**src/design/emac_defines.vh**
```
// constants for the extended-mode audio control register group
`ifndef EMAC_DEFINES_VH
`define EMAC_DEFINES_VH

`define EMAC_CLK_HZ 25000000
`define EMAC_SRC_LO_HZ 397700
`define EMAC_SRC_HI_HZ 795500
`define EMAC_FILT_SRC_HZ 7160000
`define EMAC_MUTE_MS 100
`define EMAC_ONE_SEC_MS 1000
`define EMAC_NCO_ONE 64'h0000_0001_0000_0000
`define EMAC_TRIM_SHIFT 9

`define EMAC_IDX_SRATE 8'ha1
`define EMAC_IDX_FILT 8'ha2
`define EMAC_IDX_RLD_LO 8'ha4
`define EMAC_IDX_RLD_HI 8'ha5
`define EMAC_IDX_MIC 8'ha9
`define EMAC_IDX_IRQ 8'hb1
`define EMAC_IDX_DMA 8'hb2
`define EMAC_IDX_TRIM 8'hba
`define EMAC_IDX_FM 8'hbc

`define EMAC_RST_RLD_LO 8'h00
`define EMAC_RST_RLD_HI 8'hf8
`define EMAC_RST_MIC 8'h04
`define EMAC_RST_FM 8'hb6
`define EMAC_RST_ZERO 8'h00

`define EMAC_BIT_RANGE 7
`define EMAC_BIT_MIC_EN 2
`define EMAC_BIT_OVF_IE 6
`define EMAC_BIT_HE_IE 5
`define EMAC_BIT_EXT_DRQ 6
`define EMAC_BIT_COMP_DRQ 5
`define EMAC_BIT_TRIM 6
`define EMAC_BIT_NO_MUTE 5
`define EMAC_FM_HI 7
`define EMAC_FM_LO 6

`define EMAC_LOW_BASE 9'h080
`define EMAC_HIGH_BASE 9'h100
`define EMAC_CNT_MAX 16'hffff

`define EMAC_IRQ_LINE5 4'h5
`define EMAC_IRQ_LINE7 4'h7
`define EMAC_IRQ_LINE10 4'ha
`define EMAC_DMA_CH0 2'h0
`define EMAC_DMA_CH1 2'h1
`define EMAC_DMA_CH3 2'h3
`define EMAC_CODE_A 4'h5
`define EMAC_CODE_B 4'ha
`define EMAC_CODE_C 4'hf
`define EMAC_CODE_NONE 4'h0

`endif

```
**src/design/emac_nco.v**
```verilog
// phase accumulator that turns a frequency step into a one-cycle tick
`default_nettype none
module emac_nco #(
    parameter ACC_W = 32
) (
    input wire clk,
    input wire nrst,
    input wire [ACC_W-1:0] step,
    output reg tick
);
    reg [ACC_W-1:0] acc_reg;
    wire [ACC_W:0] sum;

    assign sum = {1'b0, acc_reg} + {1'b0, step};

    always @(posedge clk or negedge nrst) begin
        if (!nrst) begin
            acc_reg <= {ACC_W{1'b0}};
            tick <= 1'b0;
        end else begin
            acc_reg <= sum[ACC_W-1:0];
            tick <= sum[ACC_W];
        end
    end
endmodule // emac_nco
`default_nettype wire

```
**src/design/emac_div.v**
```verilog
// divide an enable stream by a programmable count
`default_nettype none
module emac_div #(
    parameter CNT_W = 9
) (
    input wire clk,
    input wire nrst,
    input wire en,
    input wire [CNT_W-1:0] divisor,
    output reg tick
);
    reg [CNT_W-1:0] count_reg;
    wire [CNT_W-1:0] last;

    // a zero divisor would divide by two to the CNT_W, so treat it as one
    assign last = (divisor == {CNT_W{1'b0}}) ? {CNT_W{1'b0}} : divisor - 1'b1;

    always @(posedge clk or negedge nrst) begin
        if (!nrst) begin
            count_reg <= {CNT_W{1'b0}};
            tick <= 1'b0;
        end else begin
            tick <= 1'b0;
            if (en) begin
                if (count_reg >= last) begin
                    count_reg <= {CNT_W{1'b0}};
                    tick <= 1'b1;
                end else begin
                    count_reg <= count_reg + 1'b1;
                end
            end
        end
    end
endmodule // emac_div
`default_nettype wire

```
**src/design/emac_regs.v**
```verilog
// extended-mode audio control registers, rate generators, transfer counter, dma and mute
`include "emac_defines.vh"
`default_nettype none

// What this block does
// - rate source is 397.7 kHz when rate bit 7 clear, 795.5 kHz when set
// - sample rate is source divided by 128-x low range or 256-x high range
// - filter clock is 7.16 MHz divided by 256 minus filter divider value
// - reload value resets to low byte 00h and high byte F8h
// - counter loads reload value at transfer start and after each overflow
// - counter counts one per dma byte and overflows past FFFFh
// - auto-initialize keeps requesting dma; overflow only raises interrupt
// - normal mode stops dma requests at overflow until a new transfer start
// - overflow raises interrupt only when overflow interrupt enable is set
// - fifo half-empty change raises interrupt in block i/o when enabled
// - interrupt control bit 4 does nothing; activate control enables pin drive
// - interrupt control bits 3:0 read back selected interrupt line code
// - extended dma enable uses request/acknowledge, else block i/o to fifo
// - dma request always driven, low when neither dma enable bit set
// - dma control bits 3:0 read back selected dma channel code
// - preamp bit selects +26 dB gain when set, set by hardware reset
// - rate-adjust bit trims master clock for exact 44.1 kHz; reset clears
// - outputs muted 100 ms after reset or wake unless delay disabled
// - fm level bits select -1.5, +1.5, 0 (default) or -3 dB
module emac_regs #(
    parameter MUTE_CYCLES = `EMAC_MUTE_MS * (`EMAC_CLK_HZ / `EMAC_ONE_SEC_MS),
    parameter MUTE_W = 22,
    parameter FILT_RESET = 8'h00
) (
    input wire clk,
    input wire nrst,
    input wire swReset,
    input wire [7:0] regIndex,
    input wire [7:0] regWrData,
    input wire regWrEn,
    input wire regRdEn,
    output reg [7:0] regRdData,
    input wire [3:0] irqSelect,
    input wire [1:0] dmaSelect,
    input wire audioActivate,
    input wire irqClear,
    output reg irqLine,
    output reg irqDriveEn,
    input wire startXfer,
    input wire autoInitMode,
    input wire fifoReady,
    input wire fifo_half_empty_flag,
    input wire dma_acknowledge_in_n,
    input wire ioReadN,
    input wire ioWriteN,
    output reg dmaRequest,
    output reg dmaRunning,
    output reg blockIoMode,
    output reg byteMoved,
    input wire analogWake,
    output reg line_output_left_mute,
    output reg line_output_right_mute,
    output reg micGain26,
    output reg rate_trim_enable,
    output reg fm_level_high_bit,
    output reg fm_level_low_bit,
    output wire sampleTick,
    output wire filterTick
);
    localparam [63:0] STEP_LO64 = (`EMAC_SRC_LO_HZ * `EMAC_NCO_ONE) / `EMAC_CLK_HZ;
    localparam [63:0] STEP_HI64 = (`EMAC_SRC_HI_HZ * `EMAC_NCO_ONE) / `EMAC_CLK_HZ;
    localparam [63:0] STEP_FI64 = (`EMAC_FILT_SRC_HZ * `EMAC_NCO_ONE) / `EMAC_CLK_HZ;
    localparam [MUTE_W-1:0] MUTE_LAST = MUTE_CYCLES[MUTE_W-1:0] - 1'b1;

    // trim raises every generated rate by about 0.2 percent
    function [31:0] trimStep;
        input [31:0] step;
        input trim;
        begin
            trimStep = trim ? step + (step >> `EMAC_TRIM_SHIFT) : step;
        end
    endfunction

    function [3:0] irqCode;
        input [3:0] line;
        begin
            case (line)
                `EMAC_IRQ_LINE5: irqCode = `EMAC_CODE_A;
                `EMAC_IRQ_LINE7: irqCode = `EMAC_CODE_B;
                `EMAC_IRQ_LINE10: irqCode = `EMAC_CODE_C;
                default: irqCode = `EMAC_CODE_NONE;
            endcase
        end
    endfunction

    function [3:0] dmaCode;
        input [1:0] chan;
        begin
            case (chan)
                `EMAC_DMA_CH0: dmaCode = `EMAC_CODE_A;
                `EMAC_DMA_CH1: dmaCode = `EMAC_CODE_B;
                `EMAC_DMA_CH3: dmaCode = `EMAC_CODE_C;
                default: dmaCode = `EMAC_CODE_NONE;
            endcase
        end
    endfunction

    reg [7:0] srate_reg;
    reg [7:0] filt_reg;
    reg [7:0] rldLo_reg;
    reg [7:0] rldHi_reg;
    reg [7:0] mic_reg;
    reg [7:4] irqCtl_reg;
    reg [7:4] dmaCtl_reg;
    reg [7:0] trim_reg;
    reg [7:0] fm_reg;
    reg [15:0] xferCnt_reg;
    reg [MUTE_W-1:0] muteCnt_reg;
    reg muting_reg;
    reg ackMeta_reg;
    reg ackSync_reg;
    reg rdMeta_reg;
    reg rdSync_reg;
    reg wrMeta_reg;
    reg wrSync_reg;
    reg wakeMeta_reg;
    reg wakeSync_reg;
    reg wakeLast_reg;
    reg cmdLow_reg;
    reg ackLow_reg;
    reg heLast_reg;
    reg inCycle_reg;

    wire wrSel;
    wire extDma;
    wire compDma;
    wire cmdLow;
    wire byteDone;
    wire overflow;
    wire heChange;
    wire irqSet;
    wire wakeRise;
    wire srcTick;
    wire [31:0] srcStep;
    wire [8:0] sampleDiv;
    wire [8:0] filterDiv;

    assign wrSel = regWrEn;
    assign extDma = dmaCtl_reg[`EMAC_BIT_EXT_DRQ];
    assign compDma = dmaCtl_reg[`EMAC_BIT_COMP_DRQ];

    // rate generator chain
    assign srcStep = srate_reg[`EMAC_BIT_RANGE] ? STEP_HI64[31:0] : STEP_LO64[31:0];
    assign sampleDiv = srate_reg[`EMAC_BIT_RANGE] ?
        (`EMAC_HIGH_BASE - {1'b0, srate_reg}) :
        (`EMAC_LOW_BASE - {1'b0, srate_reg});
    assign filterDiv = `EMAC_HIGH_BASE - {1'b0, filt_reg};

    emac_nco #(.ACC_W(32)) srcNco (
        .clk(clk),
        .nrst(nrst),
        .step(trimStep(srcStep, trim_reg[`EMAC_BIT_TRIM])),
        .tick(srcTick)
    );

    emac_div #(.CNT_W(9)) sampleDivider (
        .clk(clk),
        .nrst(nrst),
        .en(srcTick),
        .divisor(sampleDiv),
        .tick(sampleTick)
    );

    wire filtSrcTick;

    emac_nco #(.ACC_W(32)) filtNco (
        .clk(clk),
        .nrst(nrst),
        .step(trimStep(STEP_FI64[31:0], trim_reg[`EMAC_BIT_TRIM])),
        .tick(filtSrcTick)
    );

    emac_div #(.CNT_W(9)) filterDivider (
        .clk(clk),
        .nrst(nrst),
        .en(filtSrcTick),
        .divisor(filterDiv),
        .tick(filterTick)
    );

    // pin synchronisers; the first stage feeds only the second
    always @(posedge clk or negedge nrst) begin
        if (!nrst) begin
            ackMeta_reg <= 1'b1;
            ackSync_reg <= 1'b1;
            rdMeta_reg <= 1'b1;
            rdSync_reg <= 1'b1;
            wrMeta_reg <= 1'b1;
            wrSync_reg <= 1'b1;
            wakeMeta_reg <= 1'b0;
            wakeSync_reg <= 1'b0;
        end else begin
            ackMeta_reg <= dma_acknowledge_in_n;
            ackSync_reg <= ackMeta_reg;
            rdMeta_reg <= ioReadN;
            rdSync_reg <= rdMeta_reg;
            wrMeta_reg <= ioWriteN;
            wrSync_reg <= wrMeta_reg;
            wakeMeta_reg <= analogWake;
            wakeSync_reg <= wakeMeta_reg;
        end
    end

    // extended dma needs ack and a command low; compatibility needs ack alone
    assign cmdLow = extDma ? (!ackSync_reg && (!rdSync_reg || !wrSync_reg)) : !ackSync_reg;
    // a byte counts once, when its acknowledge cycle ends
    assign byteDone = inCycle_reg && !cmdLow && (extDma || compDma);
    assign overflow = byteDone && (xferCnt_reg == `EMAC_CNT_MAX);
    assign heChange = fifo_half_empty_flag != heLast_reg;
    assign irqSet = (overflow && irqCtl_reg[`EMAC_BIT_OVF_IE])
        || (heChange && irqCtl_reg[`EMAC_BIT_HE_IE] && !extDma);
    assign wakeRise = wakeSync_reg && !wakeLast_reg;

    // register writes and software reset
    always @(posedge clk or negedge nrst) begin
        if (!nrst) begin
            srate_reg <= `EMAC_RST_ZERO;
            filt_reg <= FILT_RESET;
            rldLo_reg <= `EMAC_RST_RLD_LO;
            rldHi_reg <= `EMAC_RST_RLD_HI;
            mic_reg <= `EMAC_RST_MIC;
            irqCtl_reg <= 4'h0;
            dmaCtl_reg <= 4'h0;
            trim_reg <= `EMAC_RST_ZERO;
            fm_reg <= `EMAC_RST_FM;
        end else if (swReset) begin
            srate_reg <= `EMAC_RST_ZERO;
            filt_reg <= FILT_RESET;
        end else if (wrSel) begin
            case (regIndex)
                `EMAC_IDX_SRATE: srate_reg <= regWrData;
                `EMAC_IDX_FILT: filt_reg <= regWrData;
                `EMAC_IDX_RLD_LO: rldLo_reg <= regWrData;
                `EMAC_IDX_RLD_HI: rldHi_reg <= regWrData;
                `EMAC_IDX_MIC: mic_reg <= regWrData;
                `EMAC_IDX_IRQ: irqCtl_reg <= regWrData[7:4];
                `EMAC_IDX_DMA: dmaCtl_reg <= regWrData[7:4];
                `EMAC_IDX_TRIM: trim_reg <= regWrData;
                `EMAC_IDX_FM: fm_reg <= regWrData;
                default: srate_reg <= srate_reg;
            endcase
        end
    end

    // register reads; bits 3:0 of the control pair are live decodes
    always @(posedge clk or negedge nrst) begin
        if (!nrst) begin
            regRdData <= 8'h00;
        end else if (regRdEn) begin
            case (regIndex)
                `EMAC_IDX_SRATE: regRdData <= srate_reg;
                `EMAC_IDX_FILT: regRdData <= filt_reg;
                `EMAC_IDX_RLD_LO: regRdData <= rldLo_reg;
                `EMAC_IDX_RLD_HI: regRdData <= rldHi_reg;
                `EMAC_IDX_MIC: regRdData <= mic_reg;
                `EMAC_IDX_IRQ: regRdData <= {irqCtl_reg, irqCode(irqSelect)};
                `EMAC_IDX_DMA: regRdData <= {dmaCtl_reg, dmaCode(dmaSelect)};
                `EMAC_IDX_TRIM: regRdData <= trim_reg;
                `EMAC_IDX_FM: regRdData <= fm_reg;
                default: regRdData <= 8'h00;
            endcase
        end
    end

    // transfer counter and dma request
    always @(posedge clk or negedge nrst) begin
        if (!nrst) begin
            xferCnt_reg <= 16'h0000;
            dmaRunning <= 1'b0;
            dmaRequest <= 1'b0;
            inCycle_reg <= 1'b0;
            byteMoved <= 1'b0;
            blockIoMode <= 1'b1;
        end else begin
            byteMoved <= byteDone;
            blockIoMode <= !extDma;
            inCycle_reg <= cmdLow && (extDma || compDma);
            if (startXfer) begin
                xferCnt_reg <= {rldHi_reg, rldLo_reg};
                dmaRunning <= 1'b1;
            end else if (overflow) begin
                xferCnt_reg <= {rldHi_reg, rldLo_reg};
                dmaRunning <= autoInitMode;
            end else if (byteDone) begin
                xferCnt_reg <= xferCnt_reg + 1'b1;
            end
            // request drops once the acknowledge phase starts, never left floating
            dmaRequest <= (extDma || compDma) && dmaRunning && fifoReady
                && !cmdLow && !(overflow && !autoInitMode);
        end
    end

    // interrupt flag: an event in the clearing cycle wins
    always @(posedge clk or negedge nrst) begin
        if (!nrst) begin
            irqLine <= 1'b0;
            irqDriveEn <= 1'b0;
            heLast_reg <= 1'b0;
        end else begin
            heLast_reg <= fifo_half_empty_flag;
            irqDriveEn <= audioActivate;
            if (irqSet) begin
                irqLine <= 1'b1;
            end else if (irqClear) begin
                irqLine <= 1'b0;
            end
        end
    end

    // power-up and wake mute timer
    always @(posedge clk or negedge nrst) begin
        if (!nrst) begin
            muteCnt_reg <= {MUTE_W{1'b0}};
            muting_reg <= 1'b1;
            wakeLast_reg <= 1'b0;
        end else begin
            wakeLast_reg <= wakeSync_reg;
            if (wakeRise) begin
                muteCnt_reg <= {MUTE_W{1'b0}};
                muting_reg <= 1'b1;
            end else if (muting_reg) begin
                if (muteCnt_reg >= MUTE_LAST) begin
                    muting_reg <= 1'b0;
                end else begin
                    muteCnt_reg <= muteCnt_reg + 1'b1;
                end
            end
        end
    end

    // analog side controls
    always @(posedge clk or negedge nrst) begin
        if (!nrst) begin
            line_output_left_mute <= 1'b1;
            line_output_right_mute <= 1'b1;
            micGain26 <= 1'b1;
            rate_trim_enable <= 1'b0;
            fm_level_high_bit <= 1'b1;
            fm_level_low_bit <= 1'b0;
        end else begin
            line_output_left_mute <= muting_reg && !trim_reg[`EMAC_BIT_NO_MUTE];
            line_output_right_mute <= muting_reg && !trim_reg[`EMAC_BIT_NO_MUTE];
            micGain26 <= mic_reg[`EMAC_BIT_MIC_EN];
            rate_trim_enable <= trim_reg[`EMAC_BIT_TRIM];
            fm_level_high_bit <= fm_reg[`EMAC_FM_HI];
            fm_level_low_bit <= fm_reg[`EMAC_FM_LO];
        end
    end
endmodule // emac_regs
`default_nettype wire

```
**config.mk**
```make
export PLATFORM = sky130hd
export DESIGN_NAME = emac_regs
export DESIGN_NICKNAME = d
export VERILOG_FILES = /design/src/design/emac_nco.v /design/src/design/emac_div.v /design/src/design/emac_regs.v
export VERILOG_INCLUDE_DIRS = /design/src /design/src/design
export SDC_FILE = /design/constraint.sdc
export NUM_CORES = 1
export LEC_CHECK = 0
export ABC_AREA = 1
export ABC_CLOCK_PERIOD_IN_PS = 5300
export BUFFER_PORTS_ARGS = -buffer_cell sky130_fd_sc_hd__buf_2
export CORE_UTILIZATION = 41
export CTS_CLUSTER_DIAMETER = 50
export DETAILED_ROUTE_END_ITERATION = 8
export HOLD_SLACK_MARGIN = 0.06
export PLACE_DENSITY_LB_ADDON = 0.25
export SLEW_MARGIN = 20
export SYNTH_ARGS = -nofsm -noshare
export SYNTH_HDL_FRONTEND = slang
export SYNTH_HIERARCHICAL = 1
export SYNTH_SLANG_ARGS = --single-unit
```
**constraint.sdc**
```tcl
create_clock -name clk -period 5.3 [get_ports clk]
set_input_delay 0.53 -clock clk [delete_from_list [all_inputs] [get_ports clk]]
set_output_delay 0.53 -clock clk [all_outputs]
set_load 0.005 [all_outputs]
```
==> summary.md <==
| Metric | Value |
|---|---|
| Die area | `~39000 um^2` |
| Max H-tree Level | `2` |
| Max rail drop VDD | `299 uV` |
| Final wirelength | `39200 um` |
| M2 GR Usage | `0.343` |
| Resized cells post-CTS | `0` |
| Pins over their slew limit | `0` |
| WL per Instance | `13.1 um` |
| Layout fillers | `around 3800` |
| ANT nets after route | `0` |
| Layout cells sized above 1 | `0.0928` |
| Setup-failing EPs final | `0` |
| Routed vias | `14400` |
| TritonCTS clock tree | `built` |
| CP endpoint kind | `flip-flop` |
| IO Count | `59` |
| Dpl hpwl | `29200 um` |
| CTS Buf Count | `37` |
| Total track usage | `0.207` |
| Number of synthesized register bits | `between 200 and 250` |
| Primary FF master, synth | `dfrtp_1` |
| Crit path time final | `3.09 ns` |
| # diodes | `0` |
| Gr ovfl total | `0` |
| Clock Path Buffers | `3` |
| Starting Density | `0.417` |
| Hold violation count in the final report | `0` |
| Initial antenna violation count | `0` |
| Max Freq | `0.323 GHz` |
| YS warnings | `6` |
| Worst skew pair latency | `approximately 0.56 ns` |
| Grt peak-use layer | `met2` |
| Worst R2R End | `srcNco/acc_reg[28]$_DFF_PN0_` |
| Share of the synthesized area in the top cell type | `0.313` |
| Core ar. | `37800 um^2` |
| Post-Syn Area | `~16000 um^2` |
| Die width | `198 um` |
| Top cells by count, synth | `nand2_1, inv_1, nor2_1` |
| Max cap viols | `0` |
| Vias per std cell | `between 4 and 5` |
| Syn_area_per_cell | `slightly below 7 um^2` |
| Ys async rst share | `1.00` |
| Worst Path Arrival | `3.51 ns` |
| Pre-CTS WS | `around 2.2 ns` |
| Distinct cells, synth | `46` |
| Class of the most critical setup path | `reg2reg` |
| Gpl congestion | `0.890` |
| WP data required | `5.72 ns` |
| Setup TNS Final | `0 ns` |
| Top fanout value on the critical path | `17` |
| Rows | `71` |
| Number of buffers added on ports | `58` |
| PD cells | `455 nW/um^2` |
| Status | `finished, final reports clean` |
| Root Buffer | `clkbuf_16` |
| Layout Skew | `0.0289 ns` |
| Met1 track demand over resource | `0.273` |
| R2r worst-path depth | `14` |
| Max_slew headroom | `0.323` |
| Final nets | `~2600` |
| Vias in the first global route | `13700` |
| 1st-iter DRT viols | `669` |
| Top cells by area, synth | `dfrtp_1, nand2_1, inv_1` |
| Cells after Synth | `around 2300` |
| Global-route wire length before repair | `65700 um` |
| Number of synthesized flops with an enable pin | `0` |
| Area grow syn2layout | `13.6%` |
| DIE HEIGHT | `198 um` |
| Worst R2R Start | `trim_reg[6]$_DFFE_PN0P_` |
| Sequential fraction of the synthesis area | `0.349` |
| Final worst setup slack | `2.21 ns` |
| CP startpoint kind | `flip-flop` |
| Area leader, netlist | `dfrtp_1` |
| Reg clk slew, reported paths | `0.05 ns` |
| R2R Setup Slk | `2.21 ns` |
| Hold Crit Class | `in2async` |
| Most frequent cell after synthesis | `nand2_1` |
| Largest net degree at the start of global routing | `117` |
| Remaining DRCs | `0` |
| Worst-margin pin slew | `1.01 ns` |
| RSZ-0062 raised after global routing | `false` |
| Num Clock Sinks | `roughly 220` |
| GR Util met3 | `0.0400` |
| Drt first pass iters | `5` |
| Leakage power | `9.82 nW` |
| Fin crit share | `0.583` |
per-stage QoR:
step / instance area (um^2) / total power [mW] / std cells / hold WS [ns] / util
floorplan: 15900 / 4.91 / 2368 / 0.234 / -
global placement: 16600 / 5.63 / 2908 / 0.334 / 0.440
detailed placement: 16600 / 5.70 / 2908 / 0.339 / 0.440
CTS: 17900 / 8.21 / 2979 / 0.0624 / 0.474
global route: 17900 / 8.87 / 2979 / 0.0628 / 0.474
finish: 17900 / 8.16 / 2979 / 0.0111 / 0.474
worst max-delay path: stages, from the launching register on:
cell and delay, ns:
dfrtp_1 0.80, inv_1 0.41, ha_1 0.45, inv_1 0.06, ha_1 0.35, nand2_1 0.14, inv_1 0.05, a21oi_1 0.17
nand2_2 0.11, nand2_1 0.09, nand2_2 0.08, nand2_1 0.09, nand2_1 0.06, nand2_1 0.06, nand2_1 0.04
area by class of cell:
| type | count | area [um^2] | share of cell area |
|---|---|---|---|
| clock buffers | 47 | 1010 | 0.0566 |
| clock inverters | 21 | 238 | 0.0133 |
| inverters | 379 | 1420 | 0.0794 |
| multi-input cells | 1740 | 8740 | 0.488 |
| flip-flops and latches | 219 | 5510 | 0.308 |
| well taps | 511 | 639 | 0.0357 |
| repair buffers | 62 | 350 | 0.0196 |
worst max path at each step:
stage	from	to	slack [ns]	depth (start not counted)
global route	trim_reg[6]$_DFFE_PN0P_	srcNco/acc_reg[21]$_DFF_PN0_	1.89	14
global placement	trim_reg[6]$_DFFE_PN0P_	srcNco/acc_reg[28]$_DFF_PN0_	2.29	14
detailed placement	trim_reg[6]$_DFFE_PN0P_	srcNco/acc_reg[28]$_DFF_PN0_	2.21	14
floorplan	trim_reg[6]$_DFFE_PN0P_	srcNco/acc_reg[28]$_DFF_PN0_	2.80	14
CTS	trim_reg[6]$_DFFE_PN0P_	srcNco/acc_reg[28]$_DFF_PN0_	2.18	14
finish	trim_reg[6]$_DFFE_PN0P_	srcNco/acc_reg[28]$_DFF_PN0_	2.21	14
repair_timing:
action                    4_1_cts  5_1_grt
buffers inserted                0        0
hold endpoints to repair        3        0
hold buffers                    3        0
cell families (layout without fill, tap and decap cells):
kind of cell	after synthesis	in the layout	share of synthesized area
and+or+nand+nor	1374	1374	0.372
buffers and inverters	409	509	0.103
DFF	219	219	0.349
AOI/OAI and AO/OA	162	162	0.0545
adders and majority gates	99	99	0.0795
xor gates and xnor gates	73	73	0.0406
other	2	32	0.000476
per-layer routing:
| metal | share of wire | wire length, um |
|---|---|---|
| met1 | 0.47 | 18200 |
| met2 | 0.46 | 17900 |
| met3 | 0.052 | 2050 |
| met4 | 0.024 | 949 |
| met5 | 0 | 0 |
power by group:
part / leakage, nW / switching (mW) / total [mW] / internal (mW)
clock: 0.614 / 0.915 / 2.44 / 1.52
sequential: 2.76 / 0.260 / 2.32 / 2.06
combinational: 6.44 / 2.19 / 3.39 / 1.20
layout by cell type (no fill, tap or decap), types with 2 or more instances in the layout:
cell type and n:
clkinv_2 5, nand3b_1 6, inv_6 7, clkinv_4 3
nor2_2 13, nor2_1 214, clkbuf_1 5, nand3_1 209
o21ai_1 9, nand4_1 27, nand3_2 12, xor2_1 57
ha_1 97, a31oi_1 2, a21oi_2 2, nand2_4 4
a21o_1 4, dlygate4sd3_1 3, clkbuf_8 5, bufinv_16 3
clkinvlp_4 2, dfrtp_1 197, nor2_4 9, fa_1 2
and3_1 2, nand2_1 821, dfstp_2 22, inv_1 373
nand2_2 29, xnor2_1 16, o21ai_0 81, nor3_1 17
nor3_2 2, buf_2 57, inv_2 6, a21oi_1 58
o21bai_1 3, or2_2 4, clkbuf_16 37, conb_1 32
Power figures use the tool's default switching activity.
